[src/hdl/pcwl_pkg.sv]
`default_nettype none
package pcwl_pkg;
  // Store word addresses
  localparam logic [7:0] WA_P3  = 8'h66;
  localparam logic [7:0] WA_PB0 = 8'h70;
  localparam logic [7:0] WA_PB3 = 8'h76;
  localparam logic [7:0] WA_PM0 = 8'h80;
  localparam logic [7:0] WA_PM1 = 8'h82;
  localparam int NUM_WORDS = 7;
  // Per-port configuration offsets
  localparam logic [9:0] OFF_SLOT = 10'h0c0;
  localparam logic [9:0] OFF_CLK  = 10'h0d0;
  localparam logic [9:0] OFF_DSI  = 10'h040;
  localparam logic [9:0] OFF_LOVC = 10'h144;
  localparam logic [9:0] OFF_PNUM = 10'h0cc;
  localparam logic [9:0] OFF_TC   = 10'h154;
  localparam logic [9:0] OFF_PB   = 10'h214;
  localparam logic [9:0] OFF_PBA  = 10'h218;
  localparam logic [9:0] OFF_PMC  = 10'h074;
  localparam logic [9:0] OFF_VGA  = 10'h070;
  localparam logic [9:0] OFF_VEN  = 10'h088;
  // Source bits in the word, and field widths
  localparam int S_SLOT = 0;
  localparam int S_CLK = 1;
  localparam int S_DSI = 2;
  localparam int S_LOVC = 3;
  localparam int S_PNUM = 4;
  localparam int W_PNUM = 3;
  localparam int S_TC = 9;
  localparam int W_TC = 7;
  localparam int S_BASE = 0;
  localparam int W_BASE = 8;
  localparam int S_SCALE = 8;
  localparam int S_PMST = 10;
  localparam int S_SYS = 15;
  localparam int S_PMC = 0;
  localparam int W_PMC = 6;
  localparam int S_RXP = 6;
  localparam int S_VGA = 7;
  localparam int S_VEN = 8;
  localparam int W_VEN = 8;
  // Destination bits in the configuration dword
  localparam int D_SLOT = 24;
  localparam int D_CLK = 28;
  localparam int D_DSI = 21;
  localparam int D_LOVC = 4;
  localparam int D_PNUM = 24;
  localparam int D_TC = 1;
  localparam int D_SCALE = 8;
  localparam int D_PMST = 13;
  localparam int D_PMC = 8;
  localparam int D_RXP = 14;
  localparam int D_VGA = 31;
  localparam int D_VEN = 24;
  // Local registers
  localparam int ADDR_W = 13;
  localparam int LOC_BIT = 12;
  localparam logic [12:0] LOC_STATUS = 13'h1000;
  localparam logic [12:0] LOC_CTRL = 13'h1004;
  localparam int CTRL_RELOAD = 0;
  localparam int ST_DONE = 0;
  localparam int ST_MASK = 16;
  // Word kinds
  typedef enum logic [1:0] {
    KIND_NONE, KIND_P3, KIND_PB, KIND_PM
  } pcwl_kind_t;
endpackage
`default_nettype wire

[src/hdl/pcwl_word_decode.sv]
`default_nettype none
module pcwl_word_decode (
  // Store word address
  input  wire logic [7:0]        addr,
  // Decoded target
  output logic                   hit,
  output pcwl_pkg::pcwl_kind_t   kind,
  output logic [1:0]             port,
  output logic [2:0]             idx
);
  logic       is_p3;
  logic       is_pb;
  logic       is_pm;
  logic [7:0] pb_off;

  // Word kind by address; odd addresses never hit
  assign is_p3 = addr == pcwl_pkg::WA_P3;
  assign is_pb = addr >= pcwl_pkg::WA_PB0 && addr <= pcwl_pkg::WA_PB3
                 && !addr[0];
  assign is_pm = addr == pcwl_pkg::WA_PM0 || addr == pcwl_pkg::WA_PM1;
  assign pb_off = addr - pcwl_pkg::WA_PB0;
  assign hit = is_p3 | is_pb | is_pm;
  assign kind = is_p3 ? pcwl_pkg::KIND_P3 :
                is_pb ? pcwl_pkg::KIND_PB :
                is_pm ? pcwl_pkg::KIND_PM : pcwl_pkg::KIND_NONE;
  // Consecutive words step one port each
  assign port = is_p3 ? 2'h3 : is_pb ? pb_off[2:1] : {1'b0, addr[1]};
  assign idx = is_p3 ? 3'h0 :
               is_pb ? 3'h1 + {1'b0, pb_off[2:1]} :
               3'h5 + {2'b00, addr[1]};
endmodule // pcwl_word_decode
`default_nettype wire

[src/hdl/pcwl_port_bank.sv]
`default_nettype none
module pcwl_port_bank (
  // Clock and reset
  input  wire logic        ref_clk,
  input  wire logic        sys_rst,
  // Load strobes and word
  input  wire logic        ld_p3,
  input  wire logic        ld_pb,
  input  wire logic        ld_pm,
  input  wire logic [15:0] word,
  // Port-3 word fields
  output logic             slot_impl,
  output logic             ref_clk_conn,
  output logic             dsi_req,
  output logic             low_priority_vc_count,
  output logic [2:0]       port_num,
  output logic [6:0]       tc_map,
  // Power budget fields
  output logic [7:0]       pb_base,
  output logic [1:0]       pb_scale,
  output logic [1:0]       pb_pmst,
  output logic             pb_sys,
  // Power management word fields
  output logic [5:0]       pm_ctl,
  output logic             rx_pol_dis,
  output logic             vga_en,
  output logic [7:0]       vendor_phy_control_five
);
  // Slot, clock, init, vc and port number fields
  always_ff @(posedge ref_clk) begin
    if (sys_rst) begin
      slot_impl <= 1'b0;
      ref_clk_conn <= 1'b0;
      dsi_req <= 1'b0;
      low_priority_vc_count <= 1'b0;
      port_num <= 3'h0;
      tc_map <= 7'h00;
    end else if (ld_p3) begin
      slot_impl <= word[pcwl_pkg::S_SLOT];
      ref_clk_conn <= word[pcwl_pkg::S_CLK];
      dsi_req <= word[pcwl_pkg::S_DSI];
      low_priority_vc_count <= word[pcwl_pkg::S_LOVC];
      port_num <= word[pcwl_pkg::S_PNUM +: pcwl_pkg::W_PNUM];
      tc_map <= word[pcwl_pkg::S_TC +: pcwl_pkg::W_TC];
    end
  end

  // Power budget fields
  always_ff @(posedge ref_clk) begin
    if (sys_rst) begin
      pb_base <= 8'h00;
      pb_scale <= 2'h0;
      pb_pmst <= 2'h0;
      pb_sys <= 1'b0;
    end else if (ld_pb) begin
      pb_base <= word[pcwl_pkg::S_BASE +: pcwl_pkg::W_BASE];
      pb_scale <= word[pcwl_pkg::S_SCALE +: 2];
      pb_pmst <= word[pcwl_pkg::S_PMST +: 2];
      pb_sys <= word[pcwl_pkg::S_SYS];
    end
  end

  // Power management, vga and vendor fields
  always_ff @(posedge ref_clk) begin
    if (sys_rst) begin
      pm_ctl <= 6'h00;
      rx_pol_dis <= 1'b0;
      vga_en <= 1'b0;
      vendor_phy_control_five <= 8'h00;
    end else if (ld_pm) begin
      pm_ctl <= word[pcwl_pkg::S_PMC +: pcwl_pkg::W_PMC];
      rx_pol_dis <= word[pcwl_pkg::S_RXP];
      vga_en <= word[pcwl_pkg::S_VGA];
      vendor_phy_control_five <=
        word[pcwl_pkg::S_VEN +: pcwl_pkg::W_VEN];
    end
  end
endmodule // pcwl_port_bank
`default_nettype wire

[src/hdl/pcwl_loader.sv]
// How it works
// - Port-3 word 66h bit 0 goes to offset C0h bit 24.
// - Port-3 word bit 1 goes to offset D0h bit 28.
// - Port-3 word bit 2 goes to offset 40h bit 21.
// - Port-3 word bit 3 goes to offset 144h bit 4.
// - Port-3 word bits 6:4 go to offset CCh bits 26:24.
// - Port-3 word bits 15:9 go to offset 154h bits 7:1.
// - Budget words 70h..76h target ports 0..3, offsets 214h and 218h.
// - Budget bits 9:0 land at the same positions of 214h.
// - Budget bits 11:10 go to 214h bits 14:13.
// - Budget bit 15 goes to 218h bit 0.
// - PM word 80h/82h bits 5:0 go to 74h bits 13:8.
// - PM word bit 6 goes to 74h bit 14.
// - PM word bit 7 goes to 70h bit 31.
// - PM word bits 15:8 go to 88h bits 31:24.
//
// The plain strobed port and the register addresses are this design's own decisions.
`default_nettype none
module pcwl_loader (
  // Clock and reset
  input  wire logic        ref_clk,
  input  wire logic        sys_rst,
  // Word stream from the configuration store
  input  wire logic        ld_valid,
  input  wire logic [7:0]  ld_addr,
  input  wire logic [15:0] ld_data,
  input  wire logic        ld_last,
  // Register port
  input  wire logic [12:0] reg_addr,
  input  wire logic [31:0] reg_wdata,
  input  wire logic        reg_wr,
  input  wire logic        reg_rd,
  output logic      [31:0] reg_rdata,
  // Load status
  output logic             load_done
);
  localparam int NP = 4;

  // Loader state
  logic                           done_r;
  logic                           done_nxt;
  logic [pcwl_pkg::NUM_WORDS-1:0] applied_r;
  logic [pcwl_pkg::NUM_WORDS-1:0] applied_nxt;
  logic [31:0]                    rdata_r;
  logic [31:0]                    rdata_nxt;

  // Decoded word target
  logic                           dec_hit;
  pcwl_pkg::pcwl_kind_t           dec_kind;
  logic [1:0]                     dec_port;
  logic [2:0]                     dec_idx;
  logic [pcwl_pkg::NUM_WORDS-1:0] dec_onehot;
  logic                           take;
  logic                           apply;
  logic                           reload;

  // Per-port field outputs
  logic       slot_impl   [NP];
  logic       ref_clk_conn[NP];
  logic       dsi_req     [NP];
  logic       lo_vc_cnt   [NP];
  logic [2:0] port_num    [NP];
  logic [6:0] tc_map      [NP];
  logic [7:0] pb_base     [NP];
  logic [1:0] pb_scale    [NP];
  logic [1:0] pb_pmst     [NP];
  logic       pb_sys      [NP];
  logic [5:0] pm_ctl      [NP];
  logic       rx_pol_dis  [NP];
  logic       vga_en      [NP];
  logic [7:0] vendor_five [NP];

  pcwl_word_decode u_dec (
    .addr (ld_addr),
    .hit  (dec_hit),
    .kind (dec_kind),
    .port (dec_port),
    .idx  (dec_idx)
  );

  // Words are taken only while loading is open
  assign take = ld_valid & ~done_r;
  // A word already applied is ignored until reload
  assign apply = take & dec_hit & ~applied_r[dec_idx];
  assign dec_onehot = {{(pcwl_pkg::NUM_WORDS-1){1'b0}}, 1'b1} << dec_idx;
  assign reload = reg_wr & reg_addr == pcwl_pkg::LOC_CTRL
                  & reg_wdata[pcwl_pkg::CTRL_RELOAD];

  // One bank per port; strobes route each word to its port
  for (genvar p = 0; p < NP; p++) begin : g_port
    logic ld_p3;
    logic ld_pb;
    logic ld_pm;
    logic hit_port;

    assign hit_port = apply & dec_port == 2'(p);
    assign ld_p3 = hit_port & dec_kind == pcwl_pkg::KIND_P3;
    assign ld_pb = hit_port & dec_kind == pcwl_pkg::KIND_PB;
    assign ld_pm = hit_port & dec_kind == pcwl_pkg::KIND_PM;

    pcwl_port_bank u_bank (
      .ref_clk                 (ref_clk),
      .sys_rst                 (sys_rst),
      .ld_p3                   (ld_p3),
      .ld_pb                   (ld_pb),
      .ld_pm                   (ld_pm),
      .word                    (ld_data),
      .slot_impl               (slot_impl[p]),
      .ref_clk_conn            (ref_clk_conn[p]),
      .dsi_req                 (dsi_req[p]),
      .low_priority_vc_count   (lo_vc_cnt[p]),
      .port_num                (port_num[p]),
      .tc_map                  (tc_map[p]),
      .pb_base                 (pb_base[p]),
      .pb_scale                (pb_scale[p]),
      .pb_pmst                 (pb_pmst[p]),
      .pb_sys                  (pb_sys[p]),
      .pm_ctl                  (pm_ctl[p]),
      .rx_pol_dis              (rx_pol_dis[p]),
      .vga_en                  (vga_en[p]),
      .vendor_phy_control_five (vendor_five[p])
    );
  end

  // Load bookkeeping; a set wins over a reload clear
  assign applied_nxt = (reload ? '0 : applied_r)
                       | (apply ? dec_onehot : '0);
  assign done_nxt = (done_r & ~reload) | (take & ld_last);

  always_ff @(posedge ref_clk) begin
    if (sys_rst) begin
      done_r <= 1'b0;
      applied_r <= '0;
    end else begin
      done_r <= done_nxt;
      applied_r <= applied_nxt;
    end
  end

  // Read side: port from upper address bits, dword by offset
  logic [1:0]  rd_port;
  logic [9:0]  rd_off;
  logic        rd_loc;
  logic [31:0] dw_slot;
  logic [31:0] dw_clk;
  logic [31:0] dw_dsi;
  logic [31:0] dw_lovc;
  logic [31:0] dw_pnum;
  logic [31:0] dw_tc;
  logic [31:0] dw_pb;
  logic [31:0] dw_pba;
  logic [31:0] dw_pmc;
  logic [31:0] dw_vga;
  logic [31:0] dw_ven;
  logic [31:0] dw_cfg;
  logic [31:0] dw_status;
  logic [31:0] dw_loc;

  assign rd_port = reg_addr[11:10];
  assign rd_off = reg_addr[9:0];
  assign rd_loc = reg_addr[pcwl_pkg::LOC_BIT];

  // Field placement; unmapped bits read their reset zero
  assign dw_slot = 32'(slot_impl[rd_port]) << pcwl_pkg::D_SLOT;
  assign dw_clk = 32'(ref_clk_conn[rd_port]) << pcwl_pkg::D_CLK;
  assign dw_dsi = 32'(dsi_req[rd_port]) << pcwl_pkg::D_DSI;
  assign dw_lovc = 32'(lo_vc_cnt[rd_port]) << pcwl_pkg::D_LOVC;
  assign dw_pnum = 32'(port_num[rd_port]) << pcwl_pkg::D_PNUM;
  assign dw_tc = 32'(tc_map[rd_port]) << pcwl_pkg::D_TC;
  assign dw_pb = 32'(pb_base[rd_port])
                 | (32'(pb_scale[rd_port]) << pcwl_pkg::D_SCALE)
                 | (32'(pb_pmst[rd_port]) << pcwl_pkg::D_PMST);
  assign dw_pba = 32'(pb_sys[rd_port]);
  assign dw_pmc = (32'(pm_ctl[rd_port]) << pcwl_pkg::D_PMC)
                  | (32'(rx_pol_dis[rd_port]) << pcwl_pkg::D_RXP);
  assign dw_vga = 32'(vga_en[rd_port]) << pcwl_pkg::D_VGA;
  assign dw_ven = 32'(vendor_five[rd_port]) << pcwl_pkg::D_VEN;

  // Offset select; anything else reads zero
  assign dw_cfg = rd_off == pcwl_pkg::OFF_SLOT ? dw_slot :
                  rd_off == pcwl_pkg::OFF_CLK  ? dw_clk  :
                  rd_off == pcwl_pkg::OFF_DSI  ? dw_dsi  :
                  rd_off == pcwl_pkg::OFF_LOVC ? dw_lovc :
                  rd_off == pcwl_pkg::OFF_PNUM ? dw_pnum :
                  rd_off == pcwl_pkg::OFF_TC   ? dw_tc   :
                  rd_off == pcwl_pkg::OFF_PB   ? dw_pb   :
                  rd_off == pcwl_pkg::OFF_PBA  ? dw_pba  :
                  rd_off == pcwl_pkg::OFF_PMC  ? dw_pmc  :
                  rd_off == pcwl_pkg::OFF_VGA  ? dw_vga  :
                  rd_off == pcwl_pkg::OFF_VEN  ? dw_ven  : '0;

  assign dw_status = (32'(done_r) << pcwl_pkg::ST_DONE)
                     | (32'(applied_r) << pcwl_pkg::ST_MASK);
  // Reload bit is a pulse, so control reads zero
  assign dw_loc = reg_addr == pcwl_pkg::LOC_STATUS ? dw_status : '0;

  // Config reads stay zero until the load has finished
  assign rdata_nxt = !reg_rd ? '0 :
                     rd_loc  ? dw_loc :
                     done_r  ? dw_cfg : '0;

  always_ff @(posedge ref_clk) begin
    if (sys_rst) begin
      rdata_r <= '0;
    end else begin
      rdata_r <= rdata_nxt;
    end
  end

  assign reg_rdata = rdata_r;
  assign load_done = done_r;
endmodule // pcwl_loader
`default_nettype wire

[config.mk]
export PLATFORM = sky130hd
export DESIGN_NAME = pcwl_loader
export DESIGN_NICKNAME = d
export VERILOG_FILES = /design/src/hdl/pcwl_pkg.sv /design/src/hdl/pcwl_word_decode.sv /design/src/hdl/pcwl_port_bank.sv /design/src/hdl/pcwl_loader.sv
export SDC_FILE = /design/constraint.sdc
export NUM_CORES = 1
export LEC_CHECK = 0
export BUFFER_PORTS_ARGS = -buffer_cell sky130_fd_sc_hd__buf_2
export CAP_MARGIN = 40
export CORE_ASPECT_RATIO = 0.9
export CORE_MARGIN = 2
export CORE_UTILIZATION = 52
export CTS_CLUSTER_SIZE = 12
export DETAILED_ROUTE_END_ITERATION = 7
export GPL_ROUTABILITY_DRIVEN = 0
export PLACE_DENSITY = 0.76
export SLEW_MARGIN = 30
export SYNTH_ARGS = -nofsm -noshare
export SYNTH_HDL_FRONTEND = slang
export SYNTH_SLANG_ARGS = --single-unit
[constraint.sdc]
create_clock -name ref_clk -period 3.2 [get_ports ref_clk]
set_input_delay 0.64 -clock ref_clk [delete_from_list [all_inputs] [get_ports ref_clk]]
set_output_delay 0.64 -clock ref_clk [all_outputs]
set_load 0.01 [all_outputs]
==> impl_metrics.json <==
{
  "cp_data_arrival_time_ns": 3.06,
  "wl_per_cell_um": 18.40,
  "cts_tree": "built",
  "reg2reg_to": "g_port[1].u_bank.pb_base[0]$_SDFFE_PP0P_",
  "cp-start-kind": "primary input",
  "p_leak_nw": 4.013,
  "vias_per_cell": 5.581,
  "maxCapViolations": 0,
  "clock.fmax_ghz": 0.3783,
  "grt_pass1_wl_mm": 30.88,
  "min_to": "load_done$_SDFF_PP0_",
  "fin_tns_setup_ns": 0,
  "synth_cell_types": 55,
  "cts_buffer_depth": 3,
  "finalNonFillerCells": 1036,
  "irDropWorstVdd_mv": 0.4236,
  "period_share_pct": 82.61,
  "holdWs_ns": 0.4220,
  "dieArea_mm2": 0.01745,
  "antenna_found_initial": 0,
  "switching_share_pct": 21.24,
  "status": "finished, final reports clean",
  "ctsHoldBuffers": 0,
  "synthArstFlopShare_pct": 0,
  "reg2reg_slack_ns": 1.08,
  "critical_path_required_ns": 3.61,
  "fp.dieW_um": 139.0,
  "drt_iter0_markers": 386,
  "power_density_mw_per_mm2": 519.6,
  "clock-sinks": 210,
  "core-area_mm2": 0.01608,
  "postCtsSetupBuffers": 0,
  "busiest_layer": "met2",
  "pwr-share-seq_pct": 51.5,
  "slew_violations": 0,
  "min_from": "ld_last",
  "synthesis.area_mm2": 0.008531,
  "postSynthAreaPerCell_um2": 11.34,
  "yosysSeqAreaShare_pct": 49.28,
  "synth_ff_type": "dfxtp_1",
  "worst_pin_slew_ns": 0.7485,
  "setup_violations": 0,
  "p_clk_share_pct": 44.1,
  "die_h_um": 125.5,
  "min_path_type": "in -> reg",
  "cts_buffers": 22,
  "period_minus_slack_ns": 2.644,
  "io_buffers": 74,
  "grt_pass1_vias": 5978,
  "area_delta_synth_final_pct": 14.68,
  "nFillCells": 1254,
  "grt_max_degree": 85,
  "grt_util_met3_pct": 3.753,
  "ant_nets": 0,
  "vias": 5782,
  "drt_first_pass_iters": 5,
  "r2r_cells": 6,
  "drive_above_1_share_pct": 21.59,
  "crit_type": "in -> reg",
  "rows": 44,
  "post-place-cells": 1006,
  "switchingPower_mw": 1.080,
  "fin_nets": 900,
  "cp_max_fo": 13,
  "detailed_place_hpwl_mm": 12.90,
  "clock_skew_ns": 0.01155,
  "whs_path_depth": 3,
  "combPwrFrac_pct": 4.4,
  "grt_util_met2_pct": 37.12,
  "drt-total-wl_mm": 19.07,
  "slew-limit-headroom_pct": 49.99,
  "reg2reg_from": "load_done$_SDFF_PP0_",
  "synth_edf_count": 0,
  "use_met1_pct": 30.13,
  "rsz0062_at_grt": "no",
  "num_io_pins": 108,
  "yosys.area.top_type": "dfxtp_1",
  "cts-root-buf": "clkbuf_16",
  "synth_area_leaders": "dfxtp_1, mux2i_1, mux4_2",
  "initial_core_util_pct": 53.07,
  "ys_ff_latch": 210,
  "ys_warn_count": 0,
  "synth_top_area_share_pct": 49.28,
  "diodes": 0,
  "clk-insertion-delay-late_ns": 0.49,
  "post-route-drc-count": 0,
  "hold_viol_final": 0,
  "internal_power_mw": 4.004,
  "cts_resized": 0,
  "synthCells": 752,
  "h-tree-depth": 1,
  "gr-total-overflow": 0,
  "track_usage_pct": 21.99,
  "endpoint_kind": "register",
  "clkSlewWorstSetupHoldPaths_ns": 0.06
}
cells in the mapped netlist, types with 7 or more instances:
library cell  count
and3_1            7
mux2i_1          99
nand2_1          16
clkbuf_1         31
nor2_1           74
nand4_1           7
mux4_2           43
nor2b_1          78
nand2b_1         66
a22oi_1          14
dfxtp_1         210
and2_1            8
worst max-delay path: stages:
cell and delay (ns):
buf_2 0.10, inv_1 0.10, ha_1 0.28, inv_1 0.12, and4_4 0.26, mux2_2 0.38, a21oi_1 0.39, o2111a_1 0.25
buf_4 0.27, mux2i_1 0.24
flip-flops by register name, indices dropped and copies added, names as in the netlist, 7 cells and up:
name                                   flops
applied_r                                  7
g_port.u_bank.pb_base                     32
g_port.u_bank.pb_pmst                      8
g_port.u_bank.pb_scale                     8
g_port.u_bank.pm_ctl                      24
g_port.u_bank.port_num                    12
g_port.u_bank.tc_map                      28
g_port.u_bank.vendor_phy_control_five     32
reg_rdata                                 30
layer usage:
metal,up-vias,routed length (um)
met2,171,8932
met3,33,1014
met1,2815,8800
met4,0,317
met5,-,0
li1,2763,-
worst max-delay path by stage:
stage	start	endpoint	slack, ns	depth (start not counted)
final	ld_addr[2]	g_port[1].u_bank.pb_base[0]$_SDFFE_PP0P_	0.56	10
after global routing	ld_addr[2]	g_port[1].u_bank.pb_base[7]$_SDFFE_PP0P_	0.40	10
after CTS	ld_addr[2]	g_port[1].u_bank.pb_base[0]$_SDFFE_PP0P_	0.55	10
after detailed placement	ld_addr[2]	g_port[1].u_bank.pb_base[0]$_SDFFE_PP0P_	0.06	10
after global placement	ld_addr[2]	g_port[1].u_bank.pb_scale[1]$_SDFFE_PP0P_	0.18	10
after floorplan	ld_addr[1]	g_port[1].u_bank.pm_ctl[1]$_SDFFE_PP0P_	0.13	10
power by group through the flow:
| stage | Clock, mW | Sequential [mW] | Combinational [mW] |
|---|---|---|---|
| 2_1_floorplan | 0 | 2.68 | 0.138 |
| 3_3_place_gp | 0 | 2.68 | 0.215 |
| 3_5_place_dp | 0 | 2.68 | 0.222 |
| 4_1_cts | 2.28 | 2.62 | 0.223 |
| 5_1_grt | 2.38 | 2.62 | 0.241 |
| 6_report | 2.24 | 2.62 | 0.223 |
kinds of logic (layout without fill, tap and decap cells):
logic type | after synthesis | after routing | share of synthesized area (%)
AOI/OAI and AO/OA | 46 | 46 | 4.532
buffers and inverters | 57 | 133 | 3.168
adders and majority gates | 2 | 2 | 0.2933
muxes | 143 | 143 | 23.10
and+or+nand+nor | 293 | 293 | 19.58
DFF | 210 | 210 | 49.28
other | 1 | 2 | 0.04396
layout by cell type, fill, tap and decap left out, drive strengths merged, types with 3 or more instances in the layout:
| cell type | synthesis | routed |
|---|---|---|
| nor2b | 78 | 78 |
| a22oi | 14 | 14 |
| and2 | 8 | 8 |
| nor3b | 3 | 3 |
| nor2 | 74 | 74 |
| dfxtp | 210 | 210 |
| and3 | 7 | 7 |
| a21oi | 5 | 5 |
| nand3 | 3 | 3 |
| nand3b | 4 | 4 |
| o211ai | 3 | 3 |
| o21ai | 3 | 3 |
| nand2 | 16 | 16 |
| and4 | 3 | 3 |
| mux4 | 43 | 43 |
| buf | 20 | 97 |
| inv | 6 | 6 |
| nor3 | 3 | 3 |
| clkinv | 0 | 3 |
| nor4 | 5 | 5 |
| nand2b | 66 | 66 |
| clkbuf | 31 | 26 |
| a22o | 3 | 3 |
| nand4 | 7 | 7 |
| nor4b | 4 | 4 |
| a41oi | 3 | 3 |
| mux2i | 99 | 99 |
| and3b | 5 | 5 |
stage by stage:
| step | cell area (um2) | util [%] | total power, mW | setup WS (ns) |
|---|---|---|---|---|
| 2_1_floorplan | 8534 | - | 2.814 | 0.1305 |
| 3_3_place_gp | 9164 | 57.00 | 2.891 | 0.1752 |
| 3_5_place_dp | 9164 | 57.00 | 2.898 | 0.05645 |
| 4_1_cts | 9783 | 60.86 | 5.122 | 0.5546 |
| 5_1_grt | 9783 | 60.86 | 5.238 | 0.4010 |
| 6_report | 9783 | 60.86 | 5.084 | 0.5565 |
area by class of cell:
type / count / area, um2 / share of cell area (%)
flip-flops and latches: 210 / 4204 / 42.97
multi-input cells: 486 / 4070 / 41.60
repair buffers: 97 / 608.1 / 6.216
clock buffers: 26 / 596.8 / 6.101
well taps: 207 / 259.0 / 2.647
clock inverters: 4 / 22.52 / 0.2302
inverters: 6 / 22.52 / 0.2302
Power figures use the tool's default switching activity.
